===== config.mk =====
export PLATFORM = sky130hd
export DESIGN_NAME = rtu_return_unit
export DESIGN_NICKNAME = d
export VERILOG_FILES = /design/src/rtu_unused_guard.v /design/src/rtu_phase_gen.v /design/src/rtu_op_decode.v /design/src/rtu_return_unit.v
export VERILOG_INCLUDE_DIRS = /design/src /design/src/src
export SDC_FILE = /design/constraint.sdc
export NUM_CORES = 1
export LEC_CHECK = 0
export BUFFER_PORTS_ARGS = -buffer_cell sky130_fd_sc_hd__buf_4
export CORE_ASPECT_RATIO = 0.75
export CORE_MARGIN = 4
export CORE_UTILIZATION = 59
export DETAILED_ROUTE_END_ITERATION = 12
export PLACE_DENSITY_LB_ADDON = 0.25
export SLEW_MARGIN = 40
export SYNTH_ARGS = -nofsm -noshare
export SYNTH_HDL_FRONTEND = slang
export SYNTH_SLANG_ARGS = --single-unit

===== constraint.sdc =====
create_clock -name ref_clk -period 2.3 [get_ports ref_clk]
set_input_delay 0.46 -clock ref_clk [delete_from_list [all_inputs] [get_ports ref_clk]]
set_output_delay 0.46 -clock ref_clk [all_outputs]
set_load 0.02 [all_outputs]

===== src/rtu_defines.vh =====
`ifndef RTU_DEFINES_VH
`define RTU_DEFINES_VH

// ****************************************************************
// Opcode patterns.
// ****************************************************************
`define RTU_INTRET_PAT 16'h0010
`define RTU_INTRET_MASK 16'hFFFE
`define RTU_LITRET_PAT 16'h0C00
`define RTU_LITRET_MASK 16'hFF00
`define RTU_SHADOW_BIT 0
`define RTU_LIT_LSB 0
`define RTU_LIT_MSB 7

// ****************************************************************
// Register byte addresses.
// ****************************************************************
`define RTU_A_INSTR 8'h00
`define RTU_A_STAT 8'h04
`define RTU_A_W 8'h08
`define RTU_A_STATUS 8'h0C
`define RTU_A_BANK 8'h10
`define RTU_A_WSH 8'h14
`define RTU_A_STSH 8'h18
`define RTU_A_BANKSH 8'h1C
`define RTU_A_TOP 8'h20
`define RTU_A_PC 8'h24
`define RTU_A_LATCH 8'h28
`define RTU_A_INTCTL 8'h2C
`define RTU_A_DEPTH 8'h30

// ****************************************************************
// Field positions and widths.
// ****************************************************************
`define RTU_PC_W 21
`define RTU_DEPTH_W 5
`define RTU_LATHI_LSB 0
`define RTU_LATHI_MSB 7
`define RTU_LATUP_LSB 8
`define RTU_LATUP_MSB 12
`define RTU_INT_HI 0
`define RTU_INT_LO 1
`define RTU_INT_SEL 2
`define RTU_ST_BUSY 0
`define RTU_ST_UNDER 1
`define RTU_ST_BADOP 2
`define RTU_ST_PH_LSB 4
`define RTU_ST_PH_MSB 5

// ****************************************************************
// Phases, states, responses and reset values.
// ****************************************************************
`define RTU_Q1 2'h0
`define RTU_Q4 2'h3
`define RTU_S_IDLE 2'h0
`define RTU_S_EXEC 2'h1
`define RTU_S_FLUSH 2'h2
`define RTU_RESP_OK 2'h0
`define RTU_RESP_ERR 2'h2
`define RTU_RST8 8'h00
`define RTU_RST16 16'h0000
`define RTU_RST32 32'h00000000

`endif


===== src/rtu_unused_guard.v =====
`timescale 1ns/100ps
`default_nettype none
`default_nettype wire


===== src/rtu_phase_gen.v =====
`timescale 1ns/100ps
`default_nettype none
`include "rtu_defines.vh"

// ****************************************************************
// Four-phase instruction clock generator.
// ****************************************************************
module rtu_phase_gen
(
    input wire ref_clk,
    input wire rstn,
    output wire [1:0] phase,
    output wire lastPhase
);

reg [1:0] phaseFF;

// The phase counter steps Q1 to Q4 on every rising edge.
always @(posedge ref_clk)
begin
    if (!rstn)
        phaseFF <= `RTU_Q1;
    else
        phaseFF <= phaseFF + 2'h1;
end

// Q4 marks the end of an instruction cycle.
assign phase = phaseFF;
assign lastPhase = (phaseFF == `RTU_Q4);

endmodule
`default_nettype wire


===== src/rtu_op_decode.v =====
`timescale 1ns/100ps
`default_nettype none
`include "rtu_defines.vh"

// ****************************************************************
// Decoder for the two return instructions.
// ****************************************************************
module rtu_op_decode
(
    input wire [15:0] opcode,
    output wire isIntReturn,
    output wire isLitReturn,
    output wire shadowFlag,
    output wire [7:0] literal
);

// Compare the fixed opcode bits and split out the operand fields.
assign isIntReturn = ((opcode & `RTU_INTRET_MASK) == `RTU_INTRET_PAT);
assign isLitReturn = ((opcode & `RTU_LITRET_MASK) == `RTU_LITRET_PAT);
assign shadowFlag = opcode[`RTU_SHADOW_BIT];
assign literal = opcode[`RTU_LIT_MSB:`RTU_LIT_LSB];

endmodule
`default_nettype wire


===== src/rtu_return_unit.v =====
`timescale 1ns/100ps
`default_nettype none
`include "rtu_defines.vh"

// ****************************************************************
// Return instruction unit with an AXI4-Lite register slave.
// ****************************************************************
module rtu_return_unit
(
    input wire ref_clk,
    input wire rstn,
    input wire [7:0] s_axi_awaddr,
    input wire s_axi_awvalid,
    output reg s_axi_awready,
    input wire [31:0] s_axi_wdata,
    input wire [3:0] s_axi_wstrb,
    input wire s_axi_wvalid,
    output reg s_axi_wready,
    output reg [1:0] s_axi_bresp,
    output reg s_axi_bvalid,
    input wire s_axi_bready,
    input wire [7:0] s_axi_araddr,
    input wire s_axi_arvalid,
    output reg s_axi_arready,
    output reg [31:0] s_axi_rdata,
    output reg [1:0] s_axi_rresp,
    output reg s_axi_rvalid,
    input wire s_axi_rready,
    output reg stackPop
);

wire [1:0] phase;
wire lastPhase;
wire isIntReturn;
wire isLitReturn;
wire shadowFlag;
wire [7:0] literal;

reg [7:0] awAddrFF;
reg [31:0] wDataFF;
reg [3:0] wStrbFF;
reg awHeldFF;
reg wHeldFF;
reg [7:0] wFF;
reg [7:0] statusFF;
reg [7:0] bankFF;
reg [7:0] wShFF;
reg [7:0] stShFF;
reg [7:0] bankShFF;
reg [`RTU_PC_W-1:0] topFF;
reg [`RTU_PC_W-1:0] pcFF;
reg [12:0] latchFF;
reg hiEnFF;
reg loEnFF;
reg leaveLowFF;
reg [`RTU_DEPTH_W-1:0] depthFF;
reg underFF;
reg badOpFF;
reg [15:0] opcodeFF;
reg pendFF;
reg [1:0] stateFF;
reg [1:0] nxt_state;
reg [31:0] rdMux;
reg rdErr;
reg wrHit;

wire doWrite = awHeldFF & wHeldFF & ~s_axi_bvalid;
wire execQ4 = (stateFF == `RTU_S_EXEC) & lastPhase;
wire busy = pendFF | (stateFF != `RTU_S_IDLE);

// Byte-lane merge of write data into an existing word.
function [31:0] wmerge;
    input [31:0] old;
    input [31:0] d;
    input [3:0] s;
    integer i;
    begin
        wmerge = old;
        for (i = 0; i < 4; i = i + 1)
        begin
            if (s[i])
                wmerge[i*8 +: 8] = d[i*8 +: 8];
        end
    end
endfunction

// Merged words, cut to each register's width where they are stored.
wire [31:0] mOp = wmerge({16'h0000, opcodeFF}, wDataFF, wStrbFF);
wire [31:0] mW = wmerge({24'h000000, wFF}, wDataFF, wStrbFF);
wire [31:0] mTop = wmerge({11'h000, topFF}, wDataFF, wStrbFF);
wire [31:0] mLatch = wmerge({19'h00000, latchFF}, wDataFF, wStrbFF);

// ****************************************************************
// Submodules.
// ****************************************************************
rtu_phase_gen u_phase
(
    .ref_clk(ref_clk),
    .rstn(rstn),
    .phase(phase),
    .lastPhase(lastPhase)
);

rtu_op_decode u_decode
(
    .opcode(opcodeFF),
    .isIntReturn(isIntReturn),
    .isLitReturn(isLitReturn),
    .shadowFlag(shadowFlag),
    .literal(literal)
);

// ****************************************************************
// AXI4-Lite write channels.
// ****************************************************************

// Address and data are held separately and may arrive in any order.
always @(posedge ref_clk)
begin
    if (!rstn)
    begin
        awHeldFF <= 1'b0;
        wHeldFF <= 1'b0;
        awAddrFF <= `RTU_RST8;
        wDataFF <= `RTU_RST32;
        wStrbFF <= 4'h0;
        s_axi_awready <= 1'b0;
        s_axi_wready <= 1'b0;
        s_axi_bvalid <= 1'b0;
        s_axi_bresp <= `RTU_RESP_OK;
    end
    else
    begin
        s_axi_awready <= ~awHeldFF & ~s_axi_awready & s_axi_awvalid;
        s_axi_wready <= ~wHeldFF & ~s_axi_wready & s_axi_wvalid;
        if (s_axi_awvalid & s_axi_awready)
        begin
            awHeldFF <= 1'b1;
            awAddrFF <= s_axi_awaddr;
        end
        if (s_axi_wvalid & s_axi_wready)
        begin
            wHeldFF <= 1'b1;
            wDataFF <= s_axi_wdata;
            wStrbFF <= s_axi_wstrb;
        end
        if (doWrite)
        begin
            awHeldFF <= 1'b0;
            wHeldFF <= 1'b0;
            s_axi_bvalid <= 1'b1;
            s_axi_bresp <= wrHit ? `RTU_RESP_OK : `RTU_RESP_ERR;
        end
        else if (s_axi_bready)
            s_axi_bvalid <= 1'b0;
    end
end

// Writable addresses answer OKAY, all others SLVERR.
always @*
begin
    case (awAddrFF)
        `RTU_A_INSTR, `RTU_A_STAT, `RTU_A_W, `RTU_A_STATUS,
        `RTU_A_BANK, `RTU_A_WSH, `RTU_A_STSH, `RTU_A_BANKSH,
        `RTU_A_TOP, `RTU_A_LATCH, `RTU_A_INTCTL, `RTU_A_DEPTH:
            wrHit = 1'b1;
        default:
            wrHit = 1'b0;
    endcase
end

// ****************************************************************
// AXI4-Lite read channels.
// ****************************************************************

// Read multiplexer over all registers.
always @*
begin
    rdMux = `RTU_RST32;
    rdErr = 1'b0;
    case (s_axi_araddr)
        `RTU_A_INSTR: rdMux[15:0] = opcodeFF;
        `RTU_A_STAT:
        begin
            rdMux[`RTU_ST_BUSY] = busy;
            rdMux[`RTU_ST_UNDER] = underFF;
            rdMux[`RTU_ST_BADOP] = badOpFF;
            rdMux[`RTU_ST_PH_MSB:`RTU_ST_PH_LSB] = phase;
        end
        `RTU_A_W: rdMux[7:0] = wFF;
        `RTU_A_STATUS: rdMux[7:0] = statusFF;
        `RTU_A_BANK: rdMux[7:0] = bankFF;
        `RTU_A_WSH: rdMux[7:0] = wShFF;
        `RTU_A_STSH: rdMux[7:0] = stShFF;
        `RTU_A_BANKSH: rdMux[7:0] = bankShFF;
        `RTU_A_TOP: rdMux[`RTU_PC_W-1:0] = topFF;
        `RTU_A_PC: rdMux[`RTU_PC_W-1:0] = pcFF;
        `RTU_A_LATCH: rdMux[12:0] = latchFF;
        `RTU_A_INTCTL:
        begin
            rdMux[`RTU_INT_HI] = hiEnFF;
            rdMux[`RTU_INT_LO] = loEnFF;
            rdMux[`RTU_INT_SEL] = leaveLowFF;
        end
        `RTU_A_DEPTH: rdMux[`RTU_DEPTH_W-1:0] = depthFF;
        default: rdErr = 1'b1;
    endcase
end

// One read at a time; data is registered one cycle after the address.
always @(posedge ref_clk)
begin
    if (!rstn)
    begin
        s_axi_arready <= 1'b0;
        s_axi_rvalid <= 1'b0;
        s_axi_rdata <= `RTU_RST32;
        s_axi_rresp <= `RTU_RESP_OK;
    end
    else
    begin
        s_axi_arready <= ~s_axi_rvalid & ~s_axi_arready & s_axi_arvalid;
        if (s_axi_arvalid & s_axi_arready)
        begin
            s_axi_rvalid <= 1'b1;
            s_axi_rdata <= rdMux;
            s_axi_rresp <= rdErr ? `RTU_RESP_ERR : `RTU_RESP_OK;
        end
        else if (s_axi_rready)
            s_axi_rvalid <= 1'b0;
    end
end

// ****************************************************************
// Instruction sequencer.
// ****************************************************************

// Idle waits for a cycle boundary, then one execute and one flush cycle.
always @*
begin
    nxt_state = stateFF;
    case (stateFF)
        `RTU_S_IDLE:
            if (pendFF & lastPhase)
                nxt_state = `RTU_S_EXEC;
        `RTU_S_EXEC:
            if (lastPhase)
                nxt_state = `RTU_S_FLUSH;
        `RTU_S_FLUSH:
            if (lastPhase)
                nxt_state = `RTU_S_IDLE;
        default:
            nxt_state = `RTU_S_IDLE;
    endcase
end

// State register and the pop strobe, which lasts one Q4 edge.
always @(posedge ref_clk)
begin
    if (!rstn)
    begin
        stateFF <= `RTU_S_IDLE;
        stackPop <= 1'b0;
    end
    else
    begin
        stateFF <= nxt_state;
        stackPop <= execQ4 & (isIntReturn | isLitReturn);
    end
end

// ****************************************************************
// Core registers: software writes first, execution overrides.
// ****************************************************************
always @(posedge ref_clk)
begin
    if (!rstn)
    begin
        wFF <= `RTU_RST8;
        statusFF <= `RTU_RST8;
        bankFF <= `RTU_RST8;
        wShFF <= `RTU_RST8;
        stShFF <= `RTU_RST8;
        bankShFF <= `RTU_RST8;
        topFF <= {`RTU_PC_W{1'b0}};
        pcFF <= {`RTU_PC_W{1'b0}};
        latchFF <= 13'h0000;
        hiEnFF <= 1'b0;
        loEnFF <= 1'b0;
        leaveLowFF <= 1'b0;
        depthFF <= {`RTU_DEPTH_W{1'b0}};
        underFF <= 1'b0;
        badOpFF <= 1'b0;
        opcodeFF <= `RTU_RST16;
        pendFF <= 1'b0;
    end
    else
    begin
        if (doWrite)
        begin
            case (awAddrFF)
                `RTU_A_INSTR:
                    if (!busy)
                    begin
                        opcodeFF <= mOp[15:0];
                        pendFF <= 1'b1;
                    end
                `RTU_A_STAT:
                begin
                    // Write one to clear the sticky error flags.
                    if (wStrbFF[0] & wDataFF[`RTU_ST_UNDER])
                        underFF <= 1'b0;
                    if (wStrbFF[0] & wDataFF[`RTU_ST_BADOP])
                        badOpFF <= 1'b0;
                end
                `RTU_A_W: wFF <= mW[7:0];
                `RTU_A_STATUS:
                    statusFF <= wStrbFF[0] ? wDataFF[7:0] : statusFF;
                `RTU_A_BANK:
                    bankFF <= wStrbFF[0] ? wDataFF[7:0] : bankFF;
                `RTU_A_WSH:
                    wShFF <= wStrbFF[0] ? wDataFF[7:0] : wShFF;
                `RTU_A_STSH:
                    stShFF <= wStrbFF[0] ? wDataFF[7:0] : stShFF;
                `RTU_A_BANKSH:
                    bankShFF <= wStrbFF[0] ? wDataFF[7:0] : bankShFF;
                `RTU_A_TOP:
                    topFF <= mTop[`RTU_PC_W-1:0];
                `RTU_A_LATCH:
                    latchFF <= mLatch[12:0];
                `RTU_A_INTCTL:
                    if (wStrbFF[0])
                    begin
                        hiEnFF <= wDataFF[`RTU_INT_HI];
                        loEnFF <= wDataFF[`RTU_INT_LO];
                        leaveLowFF <= wDataFF[`RTU_INT_SEL];
                    end
                `RTU_A_DEPTH:
                    depthFF <= wStrbFF[0] ? wDataFF[`RTU_DEPTH_W-1:0]
                                          : depthFF;
                default:
                    pendFF <= pendFF;
            endcase
        end
        // The pending request is consumed at the decode cycle boundary.
        if ((stateFF == `RTU_S_IDLE) & pendFF & lastPhase)
            pendFF <= 1'b0;
        // Q4 of the execute cycle: pop, load and restore.
        if (execQ4)
        begin
            if (isIntReturn | isLitReturn)
            begin
                pcFF <= topFF;
                // Latches are never loaded here.
                if (depthFF == {`RTU_DEPTH_W{1'b0}})
                    underFF <= 1'b1;
                else
                    depthFF <= depthFF - {{(`RTU_DEPTH_W-1){1'b0}}, 1'b1};
            end
            else
                badOpFF <= 1'b1;
            if (isIntReturn)
            begin
                if (leaveLowFF)
                    loEnFF <= 1'b1;
                else
                    hiEnFF <= 1'b1;
                if (shadowFlag)
                begin
                    wFF <= wShFF;
                    statusFF <= stShFF;
                    bankFF <= bankShFF;
                end
                // A clear flag leaves W, status and bank alone.
            end
            if (isLitReturn)
                wFF <= literal;
        end
    end
end

endmodule
`default_nettype wire


==> results by group, run 1 <==
Outcome
  • Status: completed

Yosys
  • Simple logic cell fraction of the synthesized area: 23.2%
  • Fraction of the mapped netlist area in adder cells: 0.280%
  • Synth area leaders: dfxtp_1, nand2_1, mux2i_1, a21oi_1, nor2_1
  • Most frequent cell after synthesis: nand2_1
  • Seq/Total Area, Yosys: 44.1%
  • Most frequently used flop master after synthesis: dfxtp_1
  • Async SR Flop Fraction: 0%
  • Synthesized netlist cell count: 1053
  • Syn. warnings: 0
  • Syn Std Cell Area: 8940 um^2
  • Area leader, netlist: dfxtp_1
  • Largest family of logic cells by synthesized area: simple AND/OR/NAND/NOR gates
  • Yosys reg bits: 197
  • Post-synth top area share: 44.1%
  • Syn avg cell area: 8.49 um^2
  • Post-synthesis mux area share: 9.79%
  • Post-synth EDFFs: 0
  • Unique cell type count in the Yosys netlist: 75
  • Post-synth top cells: nand2_1, dfxtp_1, a21oi_1
  • Synth Area in Compound Gates: 17.2%
  • Xor/xnor share of the synthesized area: 0.0980%

Global route
  • Vias in the first global route: 7477
  • GRT Overall Usage: 30.6%
  • GRT overflow: 0
  • Initial antenna violation count: 0
  • Largest net degree at the start of global routing: 78
  • First-pass GRT wire length: 41000 um

Floorplanning
  • Chip Width: 150 um
  • Core Footprint: 14600 um^2
  • Rows: 38
  • Initial core utilization: 61.0%
  • I/O pin count: 101
  • Die Ht: 115 um
  • Die area: 17200 um^2

Timing
  • # setup viols final: 0
  • Worst Skew: 0.0112 ns
  • Max Clock Freq: 0.470 GHz
  • Slew @ Worst Pin: 0.812 ns
  • Slew headroom: 45.9%
  • Unrepaired setup endpoints after global routing: false
  • Tcrit/Tclk final: 92.6%
  • Setup TNS: 0 ns
  • Final Hold Viols: 0
  • Pins over their slew limit: 0
  • Min Tclk post-route: 2.13 ns

Final layout
  • Share of layout cells above drive strength 1: 16.7%
  • Area delta synth->final: 15.5%
  • Fillers: 1192
  • Antenna cells: 0
  • Core Util, Final: 70.5%
  • Non-filler cells, final: 1319
  • Nets: 1170

Clock tree
  • Clk_lat worst skew: 0.44 ns
  • Clk buf depth: 2
  • CTS clk-pin slew, worst paths: 0.07 ns
  • Clk root buf: clkbuf_16
  • CTS sink cnt: 197
  • Post-cts resize count: 0
  • CTS tree: built
  • Cts hold-fix bufs: 0
  • Total CTS buffers: 17
  • H-tree depth: 4
  • Post-CTS Setup Bufs: 0

Setup path
  • Crit path required time: 2.66 ns
  • Crit path cell chain: ha_1 -> and3b_1 -> nand3_2 -> or3_1 -> o211a_1 -> a211oi_2
  • Crit-path max FO: 7
  • WS Path Type: reg -> reg
  • CP max stage cell: or3_1
  • Critical path arrival: 2.49 ns
  • Crit end category: register
  • Critical path startpoint category: register
  • Max stage delay on crit path: 0.51 ns

Worst hold path
  • Worst min path class: in -> reg

Power
  • Comb pwr share: 5.5%
  • Internal: 5400 uW
  • Switching pwr: 1620 uW
  • Clock group share of total power: 44.8%
  • Part of the power in registers: 49.7%
  • Leakage Power: 0.00399 uW
  • Switching Fraction: 23.1%
  • VDD IR max: 0.600 mV
  • Power density cells: 680 nW/um^2

Detailed routing
  • Drt via density: 6.19
  • Via count: 8161
  • Final WL: 26000 um
  • 1st-pass router iterations: 6
  • Final antenna-violating net count: 0
  • Routed len/inst: 19.7 um
  • DRT iter0 DRCs: 1025
  • # DRC: 0

Placement
  • DP Cell Count: 1290
  • DP HPWL: 18000 um
  • RD Place Congestion: 0.991
  • I/O Buffers: 75

Flow run
  • Max-cap violations: 0
[state kept, by name, summed over array words and instances (netlist names), 2 cells and up]
| register | cells |
|---|---|
| bankFF | 8 |
| s_axi_rdata | 21 |
| wFF | 8 |
| stateFF | 2 |
| opcodeFF | 16 |
| depthFF | 5 |
| wDataFF | 21 |
| stShFF | 8 |
| wStrbFF | 3 |
| u_phase.phase | 2 |
| awAddrFF | 8 |
| statusFF | 8 |
| wShFF | 8 |
| topFF | 21 |
| bankShFF | 8 |
| latchFF | 13 |
| pcFF | 21 |
[critical path, delay by kind of cell, from the launching register on]
family	cells	cell delay, ns
adder cells (fa/ha/maj)	1	0.25
flip-flops	1	0.41
AO/OA/AOI/OAI	2	0.37
AND/OR/NAND/NOR	3	1.02
[cells in the final DEF (no fill, tap or decap), types with 8 or more instances in the layout]
cell type  netlist  layout
nand3_1         45      45
o21ai_0         13      13
a22oi_1         15      15
and2_1          11      11
a222oi_1         9       9
and3_1           8       8
nor2_1          85      85
a21oi_1        118     118
a211oi_1        15      15
clkbuf_16        0      17
mux2_2          13      13
conb_1           1      13
a22o_1          11      11
buf_4           17     113
nor3_1          18      18
a221oi_1        10      10
nand2_1        209     209
dfxtp_1        197     197
mux2i_1         66      66
[per-stage QoR]
step | setup slack, ns | cell area, um^2 | hold slack (ns) | power, uW
6_report | 0.170 | 10300 | 0.269 | 7030
3_5_place_dp | 0.191 | 9720 | 0.446 | 3940
3_3_place_gp | 0.177 | 9720 | 0.440 | 3940
2_1_floorplan | 0.441 | 8980 | 0.414 | 3790
5_1_grt | 0.0638 | 10300 | 0.259 | 7220
4_1_cts | 0.197 | 10300 | 0.258 | 7020
[worst paths after layout]
path,from,end,slack (ns),depth (start not counted)
hold / removal,s_axi_arvalid,s_axi_arready,0.27,3
setup reg to reg,u_phase.phase[1],depthFF[1],0.17,6
hold reg to reg,s_axi_rvalid,s_axi_arready,0.45,1
setup / recovery,u_phase.phase[1],depthFF[1],0.17,6
[final cells by class]
cell class | count | area [um^2] | share of cell area (%)
Timing Repair Buffer | 117 | 928 | 8.99
Multi-Input combinational cell | 771 | 4580 | 44.3
Clock inverter | 10 | 170 | 1.65
Clock buffer | 19 | 433 | 4.19
Tap cell | 200 | 250 | 2.42
Inverter | 5 | 21.3 | 0.206
Sequential cell | 197 | 3940 | 38.2
[power groups by stage]
stage                     sequential [uW]  combinational (uW)  clock (uW)
after floorplan                      3550                 241           0
after global placement               3570                 372           0
after detailed placement             3570                 374           0
after CTS                            3490                 378        3150
after global routing                 3500                 414        3310
final                                3490                 385        3150
[cells by family after synthesis]
kind of cell,Yosys count
adder cells (fa/ha/maj),2
AND/OR/NAND/NOR,435
flip-flops,197
other,1
buffers and inverters,97
AO/OA/AOI/OAI,238
multiplexers,82
XOR/XNOR,1
[routing by layer]
metal  GRT usage, %  vias up  part of all wire (%)
met4           9.14        0                   2.2
met5              0        -                     0
li1               -     3830                     -
met1           46.0     3793                    45
met2           43.0      476                    41
met3           7.91       62                    12
Power figures use the tool's default switching activity.
==> run 2, diff against run 1 <==
GPL_TIMING_DRIVEN = 1   (was not set)
SYNTH_HIERARCHICAL = 1   (was not set)
==> results by group, run 2 <==
Outcome
  • Status: completed (unchanged)

Worst hold path
  • Hold depth: 3 (unchanged)
  • Worst hold endpoint: wDataFF[9] (was s_axi_arready)
  • Worst min-delay path startpoint: s_axi_wdata[9] (was s_axi_arvalid)
  • Worst min path class: in -> reg (unchanged)

Timing
  • Setup TNS: 0 ns (unchanged)
  • # setup viols final: 0 (unchanged)
  • Worst Skew: 0.0108 ns (was 0.0112 ns)
  • Tcrit/Tclk final: 91.6% (was 92.6%)
  • Setup ws final: 0.194 ns (was 0.170 ns)
  • Min Tclk post-route: 2.11 ns (was 2.13 ns)
  • Slew headroom: 52.3% (was 45.9%)
  • Max Clock Freq: 0.475 GHz (was 0.470 GHz)
  • Slew @ Worst Pin: 0.697 ns (was 0.812 ns)
  • Hold_ws: 0.264 ns (was 0.269 ns)
  • Final Hold Viols: 0 (unchanged)
  • Unrepaired setup endpoints after global routing: false (unchanged)
  • Pins over their slew limit: 0 (unchanged)

Detailed routing
  • 1st-pass router iterations: 6 (unchanged)
  • Via count: 8314 (was 8161)
  • Final antenna-violating net count: 0 (unchanged)
  • Final WL: 25900 um (was 26000 um)
  • Drt via density: 6.05 (was 6.19)
  • DRT iter0 DRCs: 910 (was 1025)
  • # DRC: 0 (unchanged)
  • Routed len/inst: 18.9 um (was 19.7 um)

Floorplanning
  • Die area: 17500 um^2 (was 17200 um^2)
  • Chip Width: 151 um (was 150 um)
  • Core Footprint: 15200 um^2 (was 14600 um^2)
  • Initial core utilization: 60.0% (was 61.0%)
  • Die Ht: 116 um (was 115 um)
  • I/O pin count: 101 (unchanged)
  • Rows: 39 (was 38)

Clock tree
  • CTS tree: built (unchanged)
  • Clk root buf: clkbuf_16 (unchanged)
  • CTS clk-pin slew, worst paths: 0.08 ns (was 0.07 ns)
  • Clk_lat worst skew: 0.44 ns (about the same)
  • Clk buf depth: 2 (unchanged)
  • Post-cts resize count: 0 (unchanged)
  • CTS sink cnt: 197 (unchanged)
  • Post-CTS Setup Bufs: 0 (unchanged)
  • Cts hold-fix bufs: 0 (unchanged)
  • Total CTS buffers: 17 (unchanged)
  • H-tree depth: 4 (unchanged)

Yosys
  • Post-synth top cells: nand2_1, dfxtp_1, a21oi_1 (unchanged)
  • Syn. warnings: 6 (was 0)
  • Synth area leaders: dfxtp_1, nand2_1, mux2i_1, a21oi_1, o21ai_0 (was dfxtp_1, nand2_1, mux2i_1, a21oi_1, nor2_1)
  • Seq/Total Area, Yosys: 43.3% (was 44.1%)
  • Post-synth top area share: 43.3% (was 44.1%)
  • Syn avg cell area: 8.25 um^2 (was 8.49 um^2)
  • Post-synthesis mux area share: 10.4% (was 9.79%)
  • Most frequently used flop master after synthesis: dfxtp_1 (unchanged)
  • Yosys reg bits: 197 (unchanged)
  • Syn Std Cell Area: 9110 um^2 (was 8940 um^2)
  • Area leader, netlist: dfxtp_1 (unchanged)
  • Unique cell type count in the Yosys netlist: 67 (was 75)
  • Most frequent cell after synthesis: nand2_1 (unchanged)
  • Largest family of logic cells by synthesized area: simple AND/OR/NAND/NOR gates (unchanged)
  • Async SR Flop Fraction: 0% (unchanged)
  • Fraction of the mapped netlist area in adder cells: 0.385% (was 0.280%)
  • Simple logic cell fraction of the synthesized area: 22.7% (was 23.2%)
  • Xor/xnor share of the synthesized area: 0.0961% (was 0.0980%)
  • Post-synth EDFFs: 0 (unchanged)
  • Synthesized netlist cell count: 1105 (was 1053)
  • Synth Area in Compound Gates: 17.1% (was 17.2%)

Setup path
  • FF-to-FF path depth: 7 (was 6)
  • Worst r2r dst: depthFF[0] (was depthFF[1])
  • FF-to-FF Start: opcodeFF[8] (was u_phase.phase[1])
  • Max stage delay on crit path: 0.52 ns (was 0.51 ns)
  • CP max stage cell: or3_1 (unchanged)
  • Crit end category: register (unchanged)
  • WS Path Type: reg -> reg (unchanged)
  • Reg2Reg Setup Slack: 0.19 ns (was 0.17 ns)
  • CP Depth: 7 (was 6)
  • Crit path required time: 2.63 ns (was 2.66 ns)
  • Critical path startpoint category: register (unchanged)
  • Crit-path max FO: 10 (was 7)
  • CP delay by family, top: simple AND/OR/NAND/NOR gates (unchanged)
  • WP buf/inv: 0 (unchanged)
  • Crit path cell chain: nor4_2 -> and4_1 -> nor2_1 -> or3_1 -> nand3_1 -> o21ai_0 -> o21a_1 (was ha_1 -> and3b_1 -> nand3_2 -> or3_1 -> o211a_1 -> a211oi_2)
  • Critical path arrival: 2.44 ns (was 2.49 ns)

Final layout
  • Most frequent cells in the layout: nand2_1, dfxtp_1, a21oi_1, buf_4, mux2i_1 (was nand2_1, dfxtp_1, a21oi_1, buf_4, nor2_1)
  • Non-filler cells, final: 1375 (was 1319)
  • Commonest non-fill, non-tap cell in the layout: nand2_1 (unchanged)
  • Core Util, Final: 69.1% (was 70.5%)
  • Fillers: 1268 (was 1192)
  • Nets: 1219 (was 1170)
  • Area delta synth->final: 15.0% (was 15.5%)
  • Antenna cells: 0 (unchanged)
  • Share of layout cells above drive strength 1: 15.6% (was 16.7%)

Placement
  • DP Worst Slack: 0.141 ns (was 0.191 ns)
  • DP Cell Count: 1344 (was 1290)
  • I/O Buffers: 75 (unchanged)
  • DP HPWL: 17900 um (was 18000 um)
  • RD Place Congestion: 1.01 (was 0.991)

Power
  • Power density cells: 675 nW/um^2 (was 680 nW/um^2)
  • Leakage Power: 0.00409 uW (was 0.00399 uW)
  • VDD IR max: 0.514 mV (was 0.600 mV)

Global route
  • Initial antenna violation count: 0 (unchanged)
  • First-pass GRT wire length: 40800 um (was 41000 um)
  • GRT Overall Usage: 29.9% (was 30.6%)
  • Vias in the first global route: 7549 (was 7477)
  • Largest net degree at the start of global routing: 100 (was 78)
  • GRT overflow: 0 (unchanged)

Flow run
  • Max-cap violations: 0 (unchanged)
==> run 2: changes by cell type after synthesis, moves of 8 or more <==
cell,delta
clkbuf_1,+13
o21ai_0,+32
o31ai_1,+8
nand2_1,+45
buf_4,+12
nand2b_1,+8
a211oi_1,-8
mux2i_1,+13
a21oi_1,+22
buf_2,-13
mux2_2,-9
nor2_1,-28
a222oi_1,-9
==> run 2: worst max-delay path by stage <==
stage / startpoint / to
final: opcodeFF[8] / depthFF[0]
after global routing: opcodeFF[7] / depthFF[0]
after detailed placement: s_axi_araddr[2] / s_axi_rdata[2]
after floorplan: opcodeFF[8] / depthFF[0]
after CTS: opcodeFF[8] / depthFF[0]
after global placement: s_axi_araddr[2] / s_axi_rdata[2]
==> run 2: cell families (layout without fill, tap and decap cells) <==
group | after synthesis | count (layout)
xor+xnor | 1 | 1
buf+inv | 107 | 160
compound gates | 265 | 265
fa+ha+maj | 3 | 3
simple gates | 443 | 443
other cells | 1 | 13
flops | 197 | 197
mux | 88 | 88
==> run 2: final cells by class <==
cell class | count | area, um^2 | area share, %
multi-input cells | 813 | 4680 | 44.6
flip-flops and latches | 197 | 3940 | 37.6
repair buffers | 122 | 953 | 9.10
clock buffers | 18 | 439 | 4.19
well taps | 205 | 256 | 2.45
clock inverters | 13 | 184 | 1.75
inverters | 7 | 28.8 | 0.275
==> run 2: through the flow <==
stage / cell area, um^2 / total power (uW)
5_1_grt: 10500 / 7260
4_1_cts: 10500 / 7080
3_3_place_gp: 9860 / 3950
3_5_place_dp: 9860 / 3960
6_report: 10500 / 7080
2_1_floorplan: 9160 / 3800
==> run 2: where the power goes <==
part / switching (uW) / internal, uW / leakage [uW]
Combinational: 251 / 155 / 0.00220
Sequential: 46.2 / 3440 / 0.00159
Clock: 1410 / 1780 / 0.000304
==> run 2: worst register-to-register path, cell delays in order, from the launching register on <==
cell and delay, ns:
dfxtp_1 0.34, nor4_2 0.33, and4_1 0.28, nor2_1 0.11, or3_1 0.52, nand3_1 0.15
o21ai_0 0.10, o21a_1 0.18
==> run 2: per-layer routing <==
metal / vias to the layer above / routed length [um] / track usage [%]
met5: - / 0 / 0
met2: 454 / 11100 / 43.8
met4: 0 / 479 / 8.80
met3: 50 / 3130 / 7.90
met1: 3873 / 11300 / 43.6
li1: 3937 / - / -
